`src/logic/cet_pkg.sv`:
```
package cet_pkg;
  localparam int NUM_BANKS  = 4;
  localparam int NUM_LP     = 2;
  localparam int BANK_W     = 2;
  localparam int LP_W       = 1;
  // implemented threshold width, narrower than the 15-bit field on purpose
  localparam int THR_IMPL   = 12;
  localparam int CNT_W      = 15;
  localparam int DATA_W     = 64;
  localparam int VEC_W      = 32;
  localparam int VNUM_W     = 8;
  localparam int ADDR_W     = 12;

  localparam logic [NUM_BANKS-1:0] BANK_SUPPORTS = 4'h7;
  // logical processors that share each bank's structure
  localparam logic [NUM_LP-1:0] BANK_SHARE [NUM_BANKS] = '{2'h3, 2'h1, 2'h2, 2'h3};

  localparam int CAP_CNT_LSB    = 0;
  localparam int CAP_CNT_W      = 8;
  localparam int CAP_CORRECTED_ERROR_INTERRUPT_BIT   = 10;
  localparam int CTL2_EN_BIT    = 30;
  localparam int STAT_VALID_BIT = 63;
  localparam int STAT_CNT_LSB   = 38;
  localparam int VEC_MASK_BIT   = 16;

  localparam logic [ADDR_W-1:0]  VEC_OFFSET = 12'h2f0;
  localparam logic [VEC_W-1:0]   VEC_RESET  = 32'h0001_0000;
  localparam logic [CNT_W-1:0]   CNT_MAX    = 15'h7fff;
  localparam logic [CNT_W-1:0]   CNT_ONE    = 15'h0001;
  localparam logic [THR_IMPL-1:0] THR_ZERO  = 12'h000;

  typedef enum logic [2:0] {
    CET_SEL_CAP,
    CET_SEL_CTL2,
    CET_SEL_STATUS,
    CET_SEL_ECTL,
    CET_SEL_APIC
  } cet_sel_e;

  typedef enum logic [1:0] {
    CET_SCOPE_CORE,
    CET_SCOPE_SHARED,
    CET_SCOPE_PKG,
    CET_SCOPE_SYS
  } cet_scope_e;

  typedef struct packed {
    logic              rd;
    logic              wr;
    cet_sel_e          sel;
    logic [BANK_W-1:0] bank;
    logic [ADDR_W-1:0] addr;
    logic [DATA_W-1:0] wdata;
  } cet_req_s;

  typedef struct packed {
    logic              valid;
    logic [BANK_W-1:0] bank;
    cet_scope_e        scope;
    logic [LP_W-1:0]   lp;
  } cet_err_s;

  typedef struct packed {
    logic              valid;
    logic [DATA_W-1:0] data;
  } cet_rsp_s;

  typedef struct packed {
    logic [NUM_LP-1:0] lp;
    logic [VNUM_W-1:0] vec;
  } cet_irq_s;

  typedef struct packed {
    logic                en;
    logic [THR_IMPL-1:0] thr;
    logic                valid;
    logic [CNT_W-1:0]    cnt;
    logic [DATA_W-1:0]   ectl;
  } cet_bank_s;

  typedef struct packed {
    cet_bank_s [NUM_BANKS-1:0] bank;
    logic [VEC_W-1:0]          vec;
    cet_rsp_s                  rsp;
    cet_irq_s                  irq;
  } cet_st_s;
endpackage

```
`src/logic/cet_ctrl.sv`:
```
`timescale 1ns/1ps
// Summary of operation
// - after reset every bank has corrected-error signalling switched off.
// - capability bit 10 reads one, signalling is supported.
// - each supported bank control register enables signalling and holds that bank's threshold.
// - signalling ignores the exception enable flag and bank error control.
// - supported banks read threshold bits back; unsupported banks read zero.
// - enable bit 30 sticks only in supported banks; others read zero.
// - delivery is set by the vector entry at offset 2F0H.
// - shared-structure errors interrupt every logical processor sharing it.
// - package-level errors may interrupt every logical processor.
// - system-level errors never raise the corrected-error interrupt.
// - threshold field accepts writes; implemented bits compare against status count.
// - threshold one raises an interrupt on every corrected error.
// - writing 7FFFH reads back the largest supported threshold.
// - capability bits 7:0 give the number of banks.
// - one shared enable bit per bank seen by all processors.
// - status bit 63 marks a valid logged error.
// - after software clears status the bank logs new errors.
module cet_ctrl
  import cet_pkg::*;
(
  input  wire logic     i_sys_clk,
  input  wire logic     i_arst_n,
  input  wire cet_req_s i_req,
  input  wire cet_err_s i_err,
  output cet_rsp_s      o_rsp,
  output cet_irq_s      o_irq
);

  cet_st_s st_r;
  cet_st_s st_nxt;

  function automatic logic [NUM_LP-1:0] lp_targets(
    input cet_scope_e        scope,
    input logic [BANK_W-1:0] bank,
    input logic [LP_W-1:0]   lp
  );
    logic [NUM_LP-1:0] t;
    t = '0;
    case (scope)
      CET_SCOPE_CORE:   t[lp] = 1'b1;
      CET_SCOPE_SHARED: t = BANK_SHARE[bank];
      CET_SCOPE_PKG:    t = '1;
      default:          t = '0;
    endcase
    return t;
  endfunction

  function automatic logic [DATA_W-1:0] rd_mux(
    input cet_st_s  s,
    input cet_req_s q
  );
    logic [DATA_W-1:0] d;
    d = '0;
    case (q.sel)
      CET_SEL_CAP: begin
        d[CAP_CNT_LSB +: CAP_CNT_W] = CAP_CNT_W'(NUM_BANKS);
        d[CAP_CORRECTED_ERROR_INTERRUPT_BIT]             = 1'b1;
      end
      CET_SEL_CTL2: begin
        // upper threshold bits and bit 15 stay zero
        d[CTL2_EN_BIT]        = s.bank[q.bank].en;
        d[THR_IMPL-1:0]       = s.bank[q.bank].thr;
      end
      CET_SEL_STATUS: begin
        d[STAT_VALID_BIT]           = s.bank[q.bank].valid;
        d[STAT_CNT_LSB +: CNT_W]    = s.bank[q.bank].cnt;
      end
      CET_SEL_ECTL: d = s.bank[q.bank].ectl;
      CET_SEL_APIC: begin
        if (q.addr == VEC_OFFSET) begin
          d[VEC_W-1:0] = s.vec;
        end
      end
      default: d = '0;
    endcase
    return d;
  endfunction

  always_comb begin
    cet_bank_s nb;
    nb = '0;
    st_nxt = st_r;
    st_nxt.rsp.valid = 1'b0;
    st_nxt.irq.lp = '0;

    if (i_req.rd) begin
      st_nxt.rsp.valid = 1'b1;
      st_nxt.rsp.data  = rd_mux(st_r, i_req);
    end

    if (i_req.wr) begin
      case (i_req.sel)
        CET_SEL_CTL2: begin
          // one copy per bank, so every sharing processor sees it
          if (BANK_SUPPORTS[i_req.bank]) begin
            st_nxt.bank[i_req.bank].en  = i_req.wdata[CTL2_EN_BIT];
            st_nxt.bank[i_req.bank].thr = i_req.wdata[THR_IMPL-1:0];
          end
        end
        CET_SEL_STATUS: begin
          st_nxt.bank[i_req.bank].valid = i_req.wdata[STAT_VALID_BIT];
          st_nxt.bank[i_req.bank].cnt   = i_req.wdata[STAT_CNT_LSB +: CNT_W];
        end
        CET_SEL_ECTL: st_nxt.bank[i_req.bank].ectl = i_req.wdata;
        CET_SEL_APIC: begin
          if (i_req.addr == VEC_OFFSET) begin
            st_nxt.vec = i_req.wdata[VEC_W-1:0];
          end
        end
        default: ;
      endcase
    end

    // logged after the software write, so an error in the clearing cycle is kept
    if (i_err.valid && i_err.scope != CET_SCOPE_SYS) begin
      nb = st_nxt.bank[i_err.bank];
      nb.valid = 1'b1;
      if (nb.cnt != CNT_MAX) begin
        nb.cnt = nb.cnt + CNT_ONE;
      end
      st_nxt.bank[i_err.bank] = nb;
      // error control and exception enable play no part here
      if (nb.en && nb.thr != THR_ZERO &&
          nb.cnt >= {{(CNT_W-THR_IMPL){1'b0}}, nb.thr} &&
          !st_nxt.vec[VEC_MASK_BIT]) begin
        st_nxt.irq.lp  = lp_targets(i_err.scope, i_err.bank, i_err.lp);
        st_nxt.irq.vec = st_nxt.vec[VNUM_W-1:0];
      end
    end
  end

  always_ff @(posedge i_sys_clk or negedge i_arst_n) begin
    if (!i_arst_n) begin
      st_r     <= '0;
      st_r.vec <= VEC_RESET;
    end else begin
      st_r <= st_nxt;
    end
  end

  assign o_rsp = st_r.rsp;
  assign o_irq = st_r.irq;

  // unsupported banks must never hold an enable or a threshold
  for (genvar g = 0; g < NUM_BANKS; g++) begin : g_unsup
    if (!BANK_SUPPORTS[g]) begin : g_chk

    end
  end
endmodule

```
`config.mk`:
```
export PLATFORM = sky130hd
export DESIGN_NAME = cet_ctrl
export DESIGN_NICKNAME = d
export VERILOG_FILES = /design/src/logic/cet_pkg.sv /design/src/logic/cet_ctrl.sv
export SDC_FILE = /design/constraint.sdc
export NUM_CORES = 1
export LEC_CHECK = 0
export BUFFER_PORTS_ARGS = -buffer_cell sky130_fd_sc_hd__buf_2
export CAP_MARGIN = 0
export CORE_ASPECT_RATIO = 1.75
export CORE_MARGIN = 2
export CORE_UTILIZATION = 30
export CTS_CLUSTER_DIAMETER = 60
export CTS_CLUSTER_SIZE = 10
export DETAILED_ROUTE_END_ITERATION = 8
export GPL_TIMING_DRIVEN = 0
export PLACE_DENSITY = 0.53
export SLEW_MARGIN = 20
export SYNTH_ARGS = -nofsm -noshare
export SYNTH_HDL_FRONTEND = slang
export SYNTH_SLANG_ARGS = --single-unit
export TNS_END_PERCENT = 1
```
`constraint.sdc`:
```
create_clock -name i_sys_clk -period 9.84 [get_ports i_sys_clk]
set_input_delay 0.984 -clock i_sys_clk [delete_from_list [all_inputs] [get_ports i_sys_clk]]
set_output_delay 0.984 -clock i_sys_clk [all_outputs]
set_load 0.01 [all_outputs]
```
==> results.toml <==
[run_status]
status = "finished, final reports clean"

[worst_setup_path]
end_kind = "flip-flop"
cp.required_ns = 10.32
worst-setup-path-type = "input port to flip-flop"
crit_path_start_kind = "input port"
worstPathArrival_ns = 7.38
path_max_fanout = 10

[synthesis]
postSynthCellCount = 1784
syn_area_per_cell_um2 = 13.1
yosysSeqAreaShare_pct = 51.1
synth_ff_type = "dfrtp_1"
synthArstFlopShare_pct = 100
syn-num-nets = 1888
synth-seq-cells = 479
synth.distinct_cells = 67
syn_area_um2 = 23500
synth_edf_count = 0
yosys_warnings = 0

[place]
placed_cell_area_um2 = 25700
dp_hpwl_mm = 53.5
place_ws_ns = 2.42
gp_congestion = 0.897
numPortBuffers = 159

[sta]
finalHoldViolations = 0
skew_ns = 0.0255
fmax_ghz = 0.145
slew_viol_final = 0
slew_headroom_pct = 27.5
setup_tns_ns = 0
finalCritPeriodShare_pct = 70.2
rsz0062_at_grt = "false"
setup_violations = 0
min_period_ns = 6.91
fin_ws_ns = 2.93
worstMarginPinSlew_ns = 1.09

[route]
dr.max_layer_used = "met5"
viasPerCell = 5.20
met1_length_mm = 27.9
drtPass1Iterations = 7
met2WireLength_mm = 38.7
vias = 15863
met3_length_mm = 3.39
drt_drc_violations_left = 0
wl_mm = 73.6
drt_iter0_markers = 1139
antenna_left = 0
wire_per_inst_um = 24.1

[clocking]
clock_latency_ns = 0.61
cts_setup_buffers = 0
htree_levels = 2
cts.path.max_buffers = 3
cts_tree = "done"
cts_made_buffers = 54
cts_resized = 0
hold_buffers = 0
root_buffer = "clkbuf_16"
clock-sinks = 479
path_clk_slew_ns = 0.06

[cells_and_area]
num-fill-cells = 7687
multi_input_area_um2 = 10100
drive_gt1_share_pct = 38.6
register_area_um2 = 12000
nNetsFinal = 2109
finalInstanceArea_um2 = 27200
syn_to_final_growth_pct = 16.0

[floorplan]
rows = 135
coreArea_um2 = 77400
die_y_um = 374
die-area_um2 = 80500
io_pins = 166
start_util_pct = 30.3
dieWidth_um = 215

[global_route]
antenna_found_initial = 8
grt_pass1_vias = 17233
grt_overflow = 0
grt_usage_pct = 18.2
grt_pass1_wl_mm = 111
grt_max_degree = 103

[min_path]
hp-class = "input port to asynchronous set/reset pin"

[job]
drv_cap = 0

[power]
p_leak_nw = 12.5
p_per_area_nw_per_um2 = 205
ir_drop_mv = 0.161
## Yosys cell counts, types with 3 or more instances
cell,count,area share (%)
nand2b_1,12,0.32
and3_1,8,0.21
ha_1,13,0.69
a32oi_1,4,0.15
buf_2,10,0.21
a21oi_1,30,0.64
nor2_1,46,0.74
a21o_1,3,0.096
dfrtp_1,478,51
mux2_2,335,16
a211oi_1,3,0.096
nor3_1,4,0.085
o211a_1,4,0.17
nand3_1,69,1.5
a22o_1,4,0.15
a22oi_1,36,1.2
inv_1,90,1.4
a31oi_1,17,0.45
clkbuf_1,98,1.6
buf_4,76,2.4
and2_1,12,0.32
o22ai_1,31,0.83
nand4_1,9,0.24
mux4_2,108,10
xnor2_1,8,0.30
nand2_1,36,0.58
buf_1,18,0.29
a221oi_1,12,0.45
o21ai_0,54,1.2
mux2i_1,91,3.9
nand4b_1,4,0.15
nor3b_1,3,0.096
nor2b_1,15,0.40
## where the power goes
part	internal, mW	total [mW]	switching, mW
Combinational	0.619	1.24	0.623
Sequential	2.33	2.51	0.185
Clock	1.01	1.82	0.810
Total	3.96	5.58	1.62
## layout by cell type (no fill, tap or decap), types with 4 or more instances in the layout
| cell type | netlist | final |
|---|---|---|
| o211a_1 | 4 | 4 |
| a32oi_1 | 4 | 4 |
| diode_2 | 0 | 5 |
| buf_1 | 18 | 13 |
| inv_1 | 90 | 90 |
| a22o_1 | 4 | 4 |
| a221oi_1 | 12 | 12 |
| nor2_1 | 46 | 45 |
| nand3_1 | 69 | 69 |
| a21oi_1 | 30 | 30 |
| nand2_1 | 36 | 36 |
| buf_4 | 76 | 76 |
| xnor2_1 | 8 | 8 |
| clkbuf_1 | 98 | 106 |
| mux2i_1 | 91 | 91 |
| dfrtp_1 | 478 | 478 |
| o21ai_0 | 54 | 54 |
| nor2b_1 | 15 | 15 |
| ha_1 | 13 | 13 |
| clkbuf_16 | 0 | 54 |
| mux4_2 | 108 | 108 |
| buf_2 | 10 | 169 |
| nand4b_1 | 4 | 4 |
| clkbuf_2 | 0 | 6 |
| mux2_2 | 335 | 335 |
| a31oi_1 | 17 | 17 |
| and3_1 | 8 | 8 |
| o22ai_1 | 31 | 31 |
| nand4_1 | 9 | 9 |
| buf_16 | 0 | 4 |
| nand2b_1 | 12 | 12 |
| a22oi_1 | 36 | 36 |
| and2_1 | 12 | 12 |
## cell families after synthesis
logic type      after synthesis  synth area share [%]
simple gates                236                  5.35
xor+xnor                      9                 0.336
compound gates              217                  6.08
fa+ha+maj                    13                 0.693
mux                         536                  30.4
flops                       479                  51.1
buf+inv                     294                  6.01
## critical path, stage by stage
cell and delay [ns]:
buf_2 0.09, buf_2 0.20, nor2b_1 0.67, nand2_1 0.37
buf_4 0.33, mux2i_1 0.18, mux4_2 0.55, inv_1 0.09
ha_1 0.14, inv_1 0.07, nor2_1 0.14, o311ai_0 0.34
or3_1 0.45, xnor2_1 0.54, inv_1 0.12, ha_1 0.34
a21oi_1 0.14, nor2b_1 0.07, o21ai_0 0.17, nand2b_1 0.09
a221oi_1 0.40, a41oi_4 0.44, mux2_1 0.44
## state kept, by name (all words and copies together), names as in the netlist
name,flops
st_r,404
o_irq,10
o_rsp,65
## path summary, 6_finish.rpt
kind	start	to	slack (ns)	depth (start not counted)
max in group asynchronous	i_arst_n	o_rsp[7]	7.33	4
setup / recovery	i_req[77]	o_irq[7]	2.93	23
hold / removal	i_arst_n	o_rsp[48]	0.38	1
min in group i_sys_clk	st_r[475]	st_r[475]	0.49	1
setup reg to reg	st_r[459]	o_irq[7]	4.38	16
hold reg to reg	st_r[475]	st_r[475]	0.49	1
## layer usage
metal | vias up | GRT usage (%)
met5 | - | 0
met4 | 8 | 9.30
met3 | 167 | 2.86
met2 | 474 | 33.0
met1 | 8346 | 20.7
li1 | 6868 | -
## cell type report
cell class	count	area share, %
Sequential cell	479	44.0
Multi-Input combinational cell	1011	37.0
Clock buffer	67	5.25
Tap cell	1027	4.72
Buffer	203	3.95
Timing Repair Buffer	165	3.45
Inverter	91	1.26
Clock inverter	4	0.257
Antenna cell	5	0.0460
## through the flow
stage / util [%] / power (mW) / hold slack, ns / cells
after floorplan: - / 3.36 / 0.437 / 1784
after CTS: 35.2 / 5.63 / 0.415 / 3047
after global routing: 35.2 / 5.85 / 0.452 / 3049
after global placement: 33.0 / 3.72 / 0.457 / 2970
after detailed placement: 33.2 / 3.79 / 0.469 / 2976
final: 35.2 / 5.58 / 0.380 / 3052
Power figures use the tool's default switching activity.
